===== config.mk =====
export PLATFORM = sky130hd
export DESIGN_NAME = trf_result_filter
export DESIGN_NICKNAME = d
export VERILOG_FILES = /design/src/trf_pkg.sv /design/src/trf_hist_if.sv /design/src/trf_hist_mem.sv /design/src/trf_result_filter.sv
export SDC_FILE = /design/constraint.sdc
export NUM_CORES = 1
export LEC_CHECK = 0
export ABC_AREA = 1
export ABC_CLOCK_PERIOD_IN_PS = 57400
export BUFFER_PORTS_ARGS = -buffer_cell sky130_fd_sc_hd__buf_2
export CAP_MARGIN = 30
export CELL_PAD_IN_SITES_DETAIL_PLACEMENT = 1
export CELL_PAD_IN_SITES_GLOBAL_PLACEMENT = 2
export CORE_MARGIN = 2
export CORE_UTILIZATION = 37
export DETAILED_ROUTE_END_ITERATION = 16
export PLACE_DENSITY_LB_ADDON = 0.1
export SYNTH_ARGS = -nofsm -noshare
export SYNTH_HDL_FRONTEND = slang
export SYNTH_SLANG_ARGS = --single-unit

===== constraint.sdc =====
create_clock -name ref_clk -period 57.4 [get_ports ref_clk]
set_clock_uncertainty 0.15 [all_clocks]
set_input_delay 2.87 -clock ref_clk [delete_from_list [all_inputs] [get_ports ref_clk]]
set_output_delay 2.87 -clock ref_clk [all_outputs]
set_load 0.02 [all_outputs]

===== src/trf_pkg.sv =====
// Package with register map, field positions and coding constants for the result filter.
package trf_pkg;
  localparam logic [7:0] TRF_OFF_CONFIG = 8'h00;
  localparam logic [7:0] TRF_OFF_FILTER = 8'h04;
  localparam logic [7:0] TRF_OFF_STATUS = 8'h08;
  localparam logic [7:0] TRF_OFF_LOCAL = 8'h0c;
  localparam logic [7:0] TRF_OFF_REMOTE = 8'h10;
  localparam int TRF_CFG_RANGE_BIT = 2;
  localparam int TRF_STAT_OPEN_BIT = 2;
  localparam logic [1:0] TRF_FILT_RESET = 2'h0;
  localparam logic [1:0] TRF_FILT_OFF = 2'h0;
  localparam logic [1:0] TRF_FILT_L1 = 2'h1;
  localparam logic [1:0] TRF_FILT_L2 = 2'h2;
  localparam logic [7:0] TRF_STD_MAX = 8'h7f;
  localparam logic [7:0] TRF_EXT_OFFSET = 8'h40;
  localparam logic [7:0] TRF_SHORT_CODE = 8'h00;
  localparam logic [1:0] TRF_RESP_OKAY = 2'h0;
  localparam logic [1:0] TRF_RESP_SLVERR = 2'h2;
  localparam int TRF_HIST_DEPTH = 8;
endpackage : trf_pkg


===== src/trf_hist_if.sv =====
// Interface carrying the remote sample history handshake between filter and memory.
`timescale 1ns/1ns
`default_nettype none
interface trf_hist_if;
  logic clear;
  logic push;
  logic signed [11:0] sample;
  logic signed [15:0] sum4;
  logic signed [15:0] sum8;
  logic [3:0] count;
  modport ctrl (output clear, output push, output sample, input sum4, input sum8, input count);
  modport mem (input clear, input push, input sample, output sum4, output sum8, output count);
endinterface : trf_hist_if
`default_nettype wire


===== src/trf_hist_mem.sv =====
// Eight entry sample history with registered running sums of the last four and eight samples.
`timescale 1ns/1ns
`default_nettype none
module trf_hist_mem
  import trf_pkg::*;
(
  input wire logic ref_clk,
  input wire logic rstn,
  trf_hist_if.mem hist
);
  logic signed [11:0] entry_reg [TRF_HIST_DEPTH];
  logic signed [15:0] sum4_reg;
  logic signed [15:0] sum8_reg;
  logic [3:0] count_reg;

  // Shift register of samples; entry 0 is the newest.
  genvar gi;
  generate
    for (gi = 0; gi < TRF_HIST_DEPTH; gi++) begin : g_entry
      logic signed [11:0] feed;
      // The head is chosen at elaboration, so no index ever points below entry 0.
      if (gi == 0) begin : g_head
        assign feed = hist.sample;
      end else begin : g_tail
        assign feed = entry_reg[gi-1];
      end
      always_ff @(posedge ref_clk or negedge rstn) begin
        if (!rstn) begin
          entry_reg[gi] <= 12'h000;
        end else if (hist.clear) begin
          entry_reg[gi] <= 12'h000;
        end else if (hist.push) begin
          entry_reg[gi] <= feed;
        end
      end
    end
  endgenerate

  // Running sums drop the oldest entry, so no adder tree is needed.
  always_ff @(posedge ref_clk or negedge rstn) begin
    if (!rstn) begin
      sum4_reg <= 16'h0000;
      sum8_reg <= 16'h0000;
      count_reg <= 4'h0;
    end else if (hist.clear) begin
      sum4_reg <= 16'h0000;
      sum8_reg <= 16'h0000;
      count_reg <= 4'h0;
    end else if (hist.push) begin
      sum4_reg <= sum4_reg + 16'(hist.sample) - 16'(entry_reg[3]);
      sum8_reg <= sum8_reg + 16'(hist.sample) - 16'(entry_reg[7]);
      if (count_reg != 4'h8) begin
        count_reg <= count_reg + 4'h1;
      end
    end
  end

  assign hist.sum4 = sum4_reg;
  assign hist.sum8 = sum8_reg;
  assign hist.count = count_reg;
endmodule : trf_hist_mem
`default_nettype wire


===== src/trf_result_filter.sv =====
// Temperature result formatter, remote moving-average filter and diode fault flags.
// What this block does
// - Each channel result is integer plus fraction byte.
// - Integer byte counts one per degree.
// - Fraction byte holds sixteenths, left-justified.
// - Only upper four fraction bits carry value.
// - Standard coding clamps negatives to zero.
// - Extended coding offsets so zero means minus 64.
// - Remote-only filter with two averaging levels.
// - Level one averages four latest samples.
// - Level two averages eight latest samples.
// - Remote register and comparisons use filtered value.
// - Filter disabled at reset.
// - Shorted diode reports minus 64 degrees in extended coding, zero in standard.
// - Fault comparator sampled throughout each conversion.
// - Fault sets open flag, status bit two.
// - Config bit two selects extended, next conversion.
// - Standard coding saturates at 127.
// - Extended equals standard plus 64 for non-negative results.
`timescale 1ns/1ns
`default_nettype none
module trf_result_filter
  import trf_pkg::*;
(
  input wire logic ref_clk,
  input wire logic rstn,
  input wire logic conv_busy,
  input wire logic local_done,
  input wire logic remote_done,
  input wire logic signed [11:0] raw_temp,
  input wire logic fault_cmp_pin,
  input wire logic short_det_pin,
  output logic signed [11:0] remote_compare_value,
  output logic remote_compare_valid,
  input wire logic [31:0] s_axi_awaddr,
  input wire logic s_axi_awvalid,
  output logic s_axi_awready,
  input wire logic [31:0] s_axi_wdata,
  input wire logic [3:0] s_axi_wstrb,
  input wire logic s_axi_wvalid,
  output logic s_axi_wready,
  output logic [1:0] s_axi_bresp,
  output logic s_axi_bvalid,
  input wire logic s_axi_bready,
  input wire logic [31:0] s_axi_araddr,
  input wire logic s_axi_arvalid,
  output logic s_axi_arready,
  output logic [31:0] s_axi_rdata,
  output logic [1:0] s_axi_rresp,
  output logic s_axi_rvalid,
  input wire logic s_axi_rready
);
  trf_hist_if hist ();

  trf_hist_mem u_hist (
    .ref_clk(ref_clk),
    .rstn(rstn),
    .hist(hist)
  );

  logic cfg_range_reg;
  logic [1:0] filt_level_reg;
  logic open_flag_reg;
  logic [15:0] local_result_reg;
  logic [15:0] remote_result_reg;
  logic range_active_reg;
  logic fault_seen_reg;
  logic busy_d_reg;
  logic [1:0] fault_sync_reg;
  logic [1:0] short_sync_reg;
  logic filter_push_reg;
  logic signed [11:0] remote_raw_reg;
  logic restart_filter;
  logic open_clear;

  // Pin-side comparator outputs are asynchronous; two flops before use.
  always_ff @(posedge ref_clk or negedge rstn) begin
    if (!rstn) begin
      fault_sync_reg <= 2'b00;
      short_sync_reg <= 2'b00;
    end else begin
      fault_sync_reg <= {fault_sync_reg[0], fault_cmp_pin};
      short_sync_reg <= {short_sync_reg[0], short_det_pin};
    end
  end

  // Coding choice is latched at conversion start so a change only takes effect next time.
  always_ff @(posedge ref_clk or negedge rstn) begin
    if (!rstn) begin
      busy_d_reg <= 1'b0;
      range_active_reg <= 1'b0;
    end else begin
      busy_d_reg <= conv_busy;
      if (conv_busy && !busy_d_reg) begin
        range_active_reg <= cfg_range_reg;
      end
    end
  end

  // Fault watch spans the whole conversion; any trip during it counts.
  // The flag logic also looks at the done cycle itself, so a late trip is not lost.
  always_ff @(posedge ref_clk or negedge rstn) begin
    if (!rstn) begin
      fault_seen_reg <= 1'b0;
    end else if (conv_busy && !busy_d_reg) begin
      fault_seen_reg <= fault_sync_reg[1];
    end else if (conv_busy && fault_sync_reg[1]) begin
      fault_seen_reg <= 1'b1;
    end
  end

  // Format a signed 1/16 degree sample into the high and low byte pair.
  function automatic logic [15:0] fmt_temp(input logic signed [11:0] t, input logic ext);
    logic signed [8:0] whole;
    logic [7:0] hi;
    logic [7:0] lo;
    // A 12-bit sample tops out below 128 degrees, so saturation is only a guard.
    whole = 9'(t >>> 4);
    lo = {t[3:0], 4'h0};
    if (ext) begin
      if (whole < -9'sd64) begin
        hi = 8'h00;
        lo = 8'h00;
      end else begin
        hi = 8'(whole + 9'sd64);
      end
    end else if (whole < 0) begin
      hi = 8'h00;
      lo = 8'h00;
    end else if (whole > 9'sd127) begin
      hi = TRF_STD_MAX;
      lo = 8'h00;
    end else begin
      hi = whole[7:0];
    end
    return {hi, lo};
  endfunction : fmt_temp

  // Filter output; until a window fills, the samples taken so far are averaged.
  // Division only serves partial windows, trading some area for a faster settle.
  logic signed [11:0] avg_value;
  always_comb begin
    avg_value = remote_raw_reg;
    if (filt_level_reg == TRF_FILT_L1 && hist.count >= 4'h4) begin
      avg_value = 12'(hist.sum4 >>> 2);
    end else if (filt_level_reg == TRF_FILT_L2 && hist.count == 4'h8) begin
      avg_value = 12'(hist.sum8 >>> 3);
    end else if (filt_level_reg != TRF_FILT_OFF) begin
      avg_value = 12'(hist.sum8 / $signed({12'h000, hist.count}));
    end
  end

  assign hist.push = remote_done && !short_sync_reg[1];
  assign hist.sample = {raw_temp[11:4], 4'h0};
  assign hist.clear = restart_filter;

  // Result registers; local bypasses the filter, remote uses its output one cycle later.
  always_ff @(posedge ref_clk or negedge rstn) begin
    if (!rstn) begin
      local_result_reg <= 16'h0000;
      remote_result_reg <= 16'h0000;
      filter_push_reg <= 1'b0;
      remote_raw_reg <= 12'h000;
    end else begin
      filter_push_reg <= hist.push;
      if (local_done) begin
        local_result_reg <= fmt_temp(raw_temp, range_active_reg);
      end
      if (remote_done && short_sync_reg[1]) begin
        remote_result_reg <= range_active_reg ? {TRF_SHORT_CODE, 8'h00} : 16'h0000;
      end else if (hist.push) begin
        remote_raw_reg <= {raw_temp[11:4], 4'h0};
      end
      if (filter_push_reg) begin
        remote_result_reg <= fmt_temp(avg_value, range_active_reg);
      end
    end
  end

  // Comparators downstream see the filtered value, strobed when it lands.
  always_ff @(posedge ref_clk or negedge rstn) begin
    if (!rstn) begin
      remote_compare_value <= 12'h000;
      remote_compare_valid <= 1'b0;
    end else begin
      remote_compare_valid <= filter_push_reg;
      if (filter_push_reg) begin
        remote_compare_value <= avg_value;
      end
    end
  end

  // AXI4-Lite write: both channels are accepted together when both are present.
  // Holding both readies low while an answer waits keeps one write in flight.
  logic wr_go;
  logic [7:0] wr_addr;
  assign wr_go = s_axi_awvalid && s_axi_wvalid && !s_axi_bvalid;
  assign s_axi_awready = wr_go;
  assign s_axi_wready = wr_go;
  assign wr_addr = s_axi_awaddr[7:0];
  // The ignored level code leaves the level alone, so it must not wipe the window either.
  assign restart_filter = wr_go && s_axi_wstrb[0] && wr_addr == TRF_OFF_FILTER
    && s_axi_awaddr[31:8] == 24'h000000 && s_axi_wdata[1:0] != filt_level_reg
    && s_axi_wdata[1:0] != 2'h3;
  assign open_clear = wr_go && s_axi_wstrb[0] && s_axi_awaddr[31:8] == 24'h000000
    && wr_addr == TRF_OFF_STATUS && s_axi_wdata[TRF_STAT_OPEN_BIT];

  // Control registers written by software.
  always_ff @(posedge ref_clk or negedge rstn) begin
    if (!rstn) begin
      cfg_range_reg <= 1'b0;
      filt_level_reg <= TRF_FILT_RESET;
    end else if (wr_go && s_axi_wstrb[0] && s_axi_awaddr[31:8] == 24'h000000) begin
      if (wr_addr == TRF_OFF_CONFIG) begin
        cfg_range_reg <= s_axi_wdata[TRF_CFG_RANGE_BIT];
      end
      if (wr_addr == TRF_OFF_FILTER && s_axi_wdata[1:0] != 2'h3) begin
        filt_level_reg <= s_axi_wdata[1:0];
      end
    end
  end

  // Open flag is sticky; write one clears, and a fault in the same cycle wins.
  always_ff @(posedge ref_clk or negedge rstn) begin
    if (!rstn) begin
      open_flag_reg <= 1'b0;
    end else if (remote_done && (fault_seen_reg || fault_sync_reg[1])) begin
      open_flag_reg <= 1'b1;
    end else if (open_clear) begin
      open_flag_reg <= 1'b0;
    end
  end

  // Write response; unmapped addresses answer with a slave error.
  always_ff @(posedge ref_clk or negedge rstn) begin
    if (!rstn) begin
      s_axi_bvalid <= 1'b0;
      s_axi_bresp <= TRF_RESP_OKAY;
    end else if (wr_go) begin
      s_axi_bvalid <= 1'b1;
      if (s_axi_awaddr[31:8] == 24'h000000 && (wr_addr == TRF_OFF_CONFIG
          || wr_addr == TRF_OFF_FILTER || wr_addr == TRF_OFF_STATUS)) begin
        s_axi_bresp <= TRF_RESP_OKAY;
      end else begin
        s_axi_bresp <= TRF_RESP_SLVERR;
      end
    end else if (s_axi_bready) begin
      s_axi_bvalid <= 1'b0;
    end
  end

  // Read channel: one read in flight, data registered with its response.
  // Unmapped offsets answer zero data with a slave error and change nothing.
  assign s_axi_arready = !s_axi_rvalid;
  always_ff @(posedge ref_clk or negedge rstn) begin
    if (!rstn) begin
      s_axi_rvalid <= 1'b0;
      s_axi_rdata <= 32'h00000000;
      s_axi_rresp <= TRF_RESP_OKAY;
    end else if (s_axi_arvalid && !s_axi_rvalid) begin
      s_axi_rvalid <= 1'b1;
      s_axi_rresp <= TRF_RESP_OKAY;
      s_axi_rdata <= 32'h00000000;
      if (s_axi_araddr[31:8] != 24'h000000) begin
        s_axi_rresp <= TRF_RESP_SLVERR;
      end else begin
        case (s_axi_araddr[7:0])
          TRF_OFF_CONFIG: s_axi_rdata <= {29'h0, cfg_range_reg, 2'h0};
          TRF_OFF_FILTER: s_axi_rdata <= {30'h0, filt_level_reg};
          TRF_OFF_STATUS: s_axi_rdata <= {29'h0, open_flag_reg, 2'h0};
          TRF_OFF_LOCAL: s_axi_rdata <= {16'h0, local_result_reg};
          TRF_OFF_REMOTE: s_axi_rdata <= {16'h0, remote_result_reg};
          default: s_axi_rresp <= TRF_RESP_SLVERR;
        endcase
      end
    end else if (s_axi_rready) begin
      s_axi_rvalid <= 1'b0;
    end
  end
endmodule : trf_result_filter
`default_nettype wire


After elaboration in Yosys (flattened, before gate mapping)
Index checks and enable logic that the tools add are counted.

Register bits: 235. Input bits: 124. Word-level logic and storage cells: 159.

Add/sub/neg operators: 7. Divide/modulo/power cells: 1. Order comparisons: 7. Equal/unequal tests: 12. Multiplexer cells: 57. Bitwise logic cells: 1. Reduce and logical (&&, ||, !) cells: 44.

Operators by type and width (number): $mux 12 (19); $mux 8 (16); $mux 16 (6); $pmux 16 s5 (1); $add 16x12->16 (2); $mux 32 (1); $sub 16x12->16 (2); $eq 8x4->1 const B (3); $logic_not 24->1 (1); $reduce_bool 24->1 (1); $logic_and 1x1->1 (20); $add 8x8->8 const B (2); $div 16x5->16 (1); $eq 8x3->1 const B (2); $gt 8x8->1 const B (2); $logic_not 8->1 (2); $lt 8x1->1 const B (2); $lt 8x7->1 const B (2); $reduce_bool 2->1 (8); $mux 4 (3); $eq 8x5->1 const B (1); $mux 1 (8); $reduce_and 2->1 (4); $mux 2 (3); other kinds (12) (17).

Depth between registers and ports, before layout
Gate-level depths: netlist of run 1.

Depth after elaboration: 9. Gate-level depth with buffers: 186. Mapped depth without buffers: 182.

By module
Synthesis of run 1 repeated with hierarchy kept, for this count alone.

Cell total of the unflattened synthesis: 2402. Area total of the unflattened synthesis: 17112.7 um^2.

Modules (own cells, without submodules): trf_result_filter (times used 1, cells an instance 1427, area each 9196.3 um^2, sequential area each 1901.8 um^2); trf_hist_mem (times used 1, cells an instance 975, area each 7916.3 um^2, sequential area each 3303.2 um^2).

Least setup slack after synthesis of run 1
OpenSTA, ideal clock, no wires.

Kind: register -> register. Start: register u_hist.sum8_reg[2], in the netlist u_hist.hist.sum8[2]. End: register remote_result_reg[10]. Data arrival time: 23.090 ns. Required time: 57.133 ns. Setup slack: 34.043 ns. Cell stages (with the launch flop): 181. Buffers on the path: 4. Cell sequence: dfrtp_1 inv_2 nand3_1 inv_2 nand3_1 inv_1 ha_1 inv_1 nand2_1 nand3_1 nand4_1 nand2_1 ha_1 o21ai_1 nand2_1 nand2_2 or2_2 nand2_1 (+145 left out) a21oi_1 o21ai_0 nor3_2 nand2_1 inv_1 ha_1 inv_1 nor2_1 nand3_1 o21ai_0 xor2_1 a21oi_1 o22ai_1 nor2_1 inv_1 nand3_4 nand2_1 nand2_1.

Cells in the longest elaborated chain, start to end: 9.

Ends and longest elaborated chain: start, declared (RTL line trf_hist_mem.sv:13) `logic signed [15:0] sum8_reg;`; start signal, assigned (RTL line trf_hist_mem.sv:51) `sum8_reg <= sum8_reg + 16'(hist.sample) - 16'(entry_reg[7]);`; $div 16x5->16 (*) (RTL line trf_result_filter.sv:149) `avg_value = 12'(hist.sum8 / $signed({12'h000, hist.count}));`; $mux 12 (*) (RTL line trf_result_filter.sv:148) `end else if (filt_level_reg != TRF_FILT_OFF) begin`; $mux 12 (*) (RTL line trf_result_filter.sv:146) `end else if (filt_level_reg == TRF_FILT_L2 && hist.count == 4'h8) begin`; $mux 12 (*) (RTL line trf_result_filter.sv:144) `if (filt_level_reg == TRF_FILT_L1 && hist.count >= 4'h4) begin`; $gt 8x8->1 (RTL line trf_result_filter.sv:130) `end else if (whole > 9'sd127) begin`; $mux 8 (RTL line trf_result_filter.sv:130); $mux 8 (RTL line trf_result_filter.sv:127) `end else if (whole < 0) begin`; $mux 8 (*) (RTL line trf_result_filter.sv:120) `if (ext) begin`; $mux 16 (*) (RTL line trf_result_filter.sv:174) `if (filter_push_reg) begin`; end signal, assigned (RTL line trf_result_filter.sv:170) `remote_result_reg <= range_active_reg ? {TRF_SHORT_CODE, 8'h00} : 16'h0000;`; end signal, assigned (RTL line trf_result_filter.sv:175) `remote_result_reg <= fmt_temp(avg_value, range_active_reg);`; end, declared (RTL line trf_result_filter.sv:65) `logic [15:0] remote_result_reg;`.

Mark *: on every way between the ends. The rest lies on a longest branch, timed or not. A chain may end at the register's enable or synchronous reset.

Worst setup path after layout of run 1
Start: register u_hist.sum8_reg[15], in the netlist u_hist.hist.sum8[15]. End: register remote_result_reg[5].

Same word-level chain as after synthesis.

==> results.json, run 1 <==
{
  "status": "completed",
  "final_cell_mix": "419 x nand2_1, 363 x inv_1, 170 x dfrtp_1",
  "drive_gt1_share_pct": 14.2,
  "post_cts_resized": 0,
  "io_pins": 178,
  "grt.overflow.total": 0,
  "post-cts-setup-buffers": 0,
  "die_w_um": 202,
  "cts.path.max_buffers": 2,
  "layout_commonest_cell": "nand2_1",
  "drv_slew": 0,
  "timing.fmax_ghz": 0.0340,
  "largest_reg_flops": 56,
  "die_h_um": 202,
  "grt_pass1_wl_um": 71200,
  "coreArea_um2": 38600,
  "ys_async_sr_fraction_pct": 100,
  "critPathMostFrequentCell": "nand2_1",
  "synth_top_area_cell": "dfrtp_1",
  "synth_edf_count": 0,
  "tightest_slew_ps": 912,
  "slowest_stage": "dfrtp_1",
  "path_class": "reg -> reg",
  "tns_ps": 0,
  "finalNetCount": 2378,
  "n_antenna_cell": 0,
  "io_buffers": 126,
  "drv_cap": 0,
  "period_share_pct": 51.2,
  "htree_levels": 4,
  "worst_setup_path_start_kind": "flip-flop",
  "first_pass_iters": 4,
  "synth_top_area_share_pct": 29.3,
  "drcViolationCount": 0,
  "filler_cell_count": 4953,
  "clk_latency_ps": 440,
  "syn_inst": 2028,
  "rsz0062_at_grt": "no",
  "wl_per_cell_um": 16.0,
  "cts.sinks": 170,
  "syn_area_um2": 14500,
  "seq_area_um2": 4250,
  "hpwl_um": 34200,
  "worst_r2r_path_depth": 172,
  "cts-root-buf": "clkbuf_16",
  "antenna_found_initial": 0,
  "fin_crit_ps": 29380,
  "instances_no_fill": 2673,
  "wirelength_um": 42700,
  "slew_headroom_pct": 39.2,
  "ys_types": 55,
  "multiInputGateArea_um2": 8510,
  "ant_nets": 0,
  "rows": 72,
  "ys_seq_area_share_pct": 29.3,
  "dp_cells": 2641,
  "synth_warnings": 0,
  "hold_end": "short_sync_reg[1]$_DFF_PN0_",
  "syn_to_final_growth_pct": 11.7,
  "grt_max_degree": 100,
  "numCtsBuffers": 17,
  "r2r_slack_ps": 28020,
  "min_path_type": "reg -> reg",
  "crit_path_end_kind": "flip-flop",
  "timing.rr.start": "u_hist.hist.sum8[15]$_DFFE_PN0P_",
  "hold_viol_final": 0,
  "gp_congestion": 0.820,
  "r2r_end": "remote_result_reg[5]$_DFFE_PN0P_",
  "hold_buffers": 0,
  "drt_iter0_drc": 390,
  "cts_tree": "yes",
  "hold_depth": 0,
  "critPathMaxFanout": 25,
  "syn_avg_cell_area_um2": 7.15,
  "track_usage_pct": 21.4,
  "via_per_inst": 5.00,
  "max_stage_delay_ps": 830,
  "ys_ff_latch": 170,
  "grt_pass1_vias": 13840,
  "dieArea_um2": 40800,
  "worstHoldStart": "short_sync_reg[0]$_DFF_PN0_",
  "vias": 13371,
  "crit_arrival_ps": 29550,
  "setup_viol": 0,
  "ys.flop_type": "dfrtp_1",
  "synth.area.top_cells": "dfrtp_1 29%, nand2_1 11%, inv_1 9.4%",
  "initial_utilization_pct": 37.5,
  "cts.clk_slew.worst_paths_ps": 70,
  "cp.required_ps": 57570
}
==> cells by family after synthesis <==
family / after synthesis / share of synthesized area [%]
AND/OR/NAND/NOR: 874 / 29.2
buffers and inverters: 454 / 12.6
AO/OA/AOI/OAI: 347 / 14.0
flip-flops: 170 / 29.3
adder cells (fa/ha/maj): 111 / 10.6
XOR/XNOR: 68 / 4.11
other: 2 / 0.0518
multiplexers: 2 / 0.138
==> stage by stage <==
stage                     hold WS, ps  area, um2  utilization (%)  setup WS [ps]
final                             197      16200             41.9          28020
after global routing              206      16200             41.9          24230
after CTS                         202      16200             41.8          27540
after detailed placement          186      15600             40.4          27670
after global placement            185      15600             40.4          28340
after floorplan                   181      14600                -          34040
==> final cells by class <==
class / instances / area share (%)
Multi-Input combinational cell: 1423 / 52.5
Sequential cell: 170 / 26.3
Inverter: 394 / 9.13
Timing Repair Buffer: 137 / 4.57
Tap cell: 518 / 4.00
Clock buffer: 24 / 2.91
Clock inverter: 7 / 0.572
==> worst max-delay path, delay by kind of cell (launching register included) <==
kind | cells | cell delay, ps
compound gates | 42 | 7840
xor+xnor | 1 | 270
fa+ha+maj | 17 | 4850
buf+inv | 31 | 3400
flops | 1 | 830
simple gates | 81 | 11850
==> per-layer routing <==
| layer | wire [um] | global-route usage [%] | up-vias |
|---|---|---|---|
| met1 | 20300 | 28.4 | 6476 |
| li1 | - | - | 6774 |
| met3 | 522 | 1.79 | 34 |
| met5 | 0 | 0 | - |
| met4 | 696 | 5.20 | 0 |
| met2 | 21200 | 37.7 | 87 |
==> worst max path at each step <==
stage	from	endpoint	slack, ps	cells past startpoint
final	u_hist.hist.sum8[15]$_DFFE_PN0P_	remote_result_reg[5]$_DFFE_PN0P_	28020	172
after global routing	u_hist.hist.sum8[15]$_DFFE_PN0P_	remote_result_reg[7]$_DFFE_PN0P_	24230	171
after CTS	u_hist.hist.sum8[15]$_DFFE_PN0P_	remote_result_reg[7]$_DFFE_PN0P_	27540	171
after detailed placement	u_hist.hist.sum8[15]$_DFFE_PN0P_	remote_result_reg[7]$_DFFE_PN0P_	27670	172
after global placement	u_hist.hist.sum8[15]$_DFFE_PN0P_	remote_result_reg[7]$_DFFE_PN0P_	28340	171
after floorplan	u_hist.hist.sum8[2]$_DFFE_PN0P_	remote_result_reg[10]$_DFFE_PN0P_	34040	180
==> cells in the mapped netlist, types with 15 or more instances <==
library cell and number:
fa_1 20, ha_1 91, xnor2_1 16, nand2_2 28
nand3_1 131, a21oi_1 64, clkbuf_1 29, inv_1 363
nor2_2 17, nor4_1 20, o22ai_1 85, nor3_1 15
nand2_1 421, dfrtp_1 170, xor2_1 52, buf_4 23
nor2_1 126, nand4_1 36, o21ai_0 133, inv_2 26
nand3_2 29
Power of run 1 is not shown: default switching activity piles up to over one toggle a cycle in this logic, so the estimate is an artifact.
==> run 2: changes to the inputs <==
Settings changed: ABC_CLOCK_PERIOD_IN_PS 57400 to 28600, CORE_UTILIZATION 37 to 34.
Clock period 57.4 ns to 28.6 ns, I/O delays scaled along.
==> results.json, run 2 (synthesis results as in run 1) <==
{
  "syn_to_final_growth_pct": 14.0,
  "cts_tree": "yes",
  "timing.fmax_ghz": 0.0392,
  "vias": 13445,
  "layout_commonest_cell": "nand2_1",
  "filler_cell_count": 5361,
  "wl_per_cell_um": 16.1,
  "crit_path_end_kind": "flip-flop",
  "fin_ws_ps": 3080,
  "fin_hold_ws_ps": 194,
  "grt_max_degree": 74,
  "min_path_type": "reg -> reg",
  "antenna_found_initial": 0,
  "drt_iter0_drc": 460,
  "cts.clk_slew.worst_paths_ps": 70,
  "critPathMaxFanout": 10,
  "fin_crit_ps": 25520,
  "io_buffers": 126,
  "cts-root-buf": "clkbuf_16",
  "worst_setup_path_start_kind": "flip-flop",
  "wirelength_um": 43800,
  "dieArea_um2": 44300,
  "drive_gt1_share_pct": 16.5,
  "max_stage_delay_ps": 420,
  "slew_headroom_pct": 37.5,
  "ant_nets": 0,
  "coreArea_um2": 42000,
  "tns_ps": 0,
  "hold_buffers": 0,
  "gp_congestion": 0.808,
  "die_w_um": 211,
  "htree_levels": 4,
  "critPathMostFrequentCell": "nand2_1",
  "period_share_pct": 89.2,
  "final_cell_mix": "419 x nand2_1, 360 x inv_1, 169 x dfrtp_1",
  "via_per_inst": 4.93,
  "finalNetCount": 2410,
  "cts.path.max_buffers": 2,
  "drv_slew": 0,
  "status": "completed",
  "first_pass_iters": 5,
  "slowest_stage": "dfrtp_2",
  "initial_utilization_pct": 34.5,
  "die_h_um": 211,
  "path_class": "reg -> reg",
  "hold_viol_final": 0,
  "cp.required_ps": 28780,
  "clk_latency_ps": 440,
  "track_usage_pct": 20.4,
  "grt.overflow.total": 0,
  "grt_pass1_vias": 14052,
  "tightest_slew_ps": 938,
  "drv_cap": 0,
  "hpwl_um": 35000,
  "rows": 75,
  "numCtsBuffers": 17,
  "n_antenna_cell": 0,
  "largest_reg_flops": 56,
  "drcViolationCount": 0,
  "pre_cts_ws_ps": 642,
  "setup_viol": 0,
  "grt_pass1_wl_um": 73000,
  "cts.sinks": 170,
  "crit_arrival_ps": 25700,
  "io_pins": 178
}
run 2: worst max-delay path, delay by kind of cell (launching register included):
family | cells | cell delay, ps
AOI/OAI and AO/OA | 40 | 6190
and+or+nand+nor | 87 | 10220
buffers and inverters | 33 | 3170
adders and majority gates | 17 | 4830
DFF | 1 | 420
xor gates and xnor gates | 1 | 310
run 2: per-stage QoR:
| step | area, um2 | std cells | utilization, % |
|---|---|---|---|
| 2_1_floorplan | 14600 | 2047 | - |
| 3_3_place_gp | 15700 | 2678 | 37.5 |
| 3_5_place_dp | 15700 | 2678 | 37.5 |
| 4_1_cts | 16300 | 2708 | 38.8 |
| 5_1_grt | 16500 | 2725 | 39.3 |
| 6_report | 16500 | 2725 | 39.3 |
run 2: timing repair:
action	in CTS	in global routing
resized for setup	0	30
setup buffers	0	16
setup endpoints to repair	0	24
run 2: routing by layer:
metal | GRT usage [%] | wire length [um]
met5 | 0 | 0
met4 | 3.86 | 446
met1 | 26.8 | 20800
met2 | 36.4 | 21900
met3 | 2.10 | 614
run 2: path summary, 6_finish.rpt:
check	from	to	slack, ps	depth (start not counted)
worst max-delay path	u_hist.hist.sum8[2]$_DFFE_PN0P_	remote_result_reg[12]$_DFFE_PN0P_	3080	178
worst min-delay path	short_sync_reg[0]$_DFF_PN0_	short_sync_reg[1]$_DFF_PN0_	190	0
worst max register to register	u_hist.hist.sum8[2]$_DFFE_PN0P_	remote_result_reg[12]$_DFFE_PN0P_	3080	178
worst min register to register	short_sync_reg[0]$_DFF_PN0_	short_sync_reg[1]$_DFF_PN0_	190	0
max in group asynchronous	rstn	remote_result_reg[5]$_DFFE_PN0P_	26270	2
min in group asynchronous	rstn	u_hist.g_entry[3].feed[8]$_DFFE_PN0P_	790	1
run 2: cell type report:
class	instances	area [um2]	area share [%]
Timing Repair Buffer	168	952	5.76
Tap cell	539	674	4.08
Clock buffer	22	444	2.69
Sequential cell	170	4260	25.7
Inverter	394	1490	8.99
Multi-Input combinational cell	1424	8600	52.0
Clock inverter	8	123	0.742
Power of run 2 is left out for the same reason.
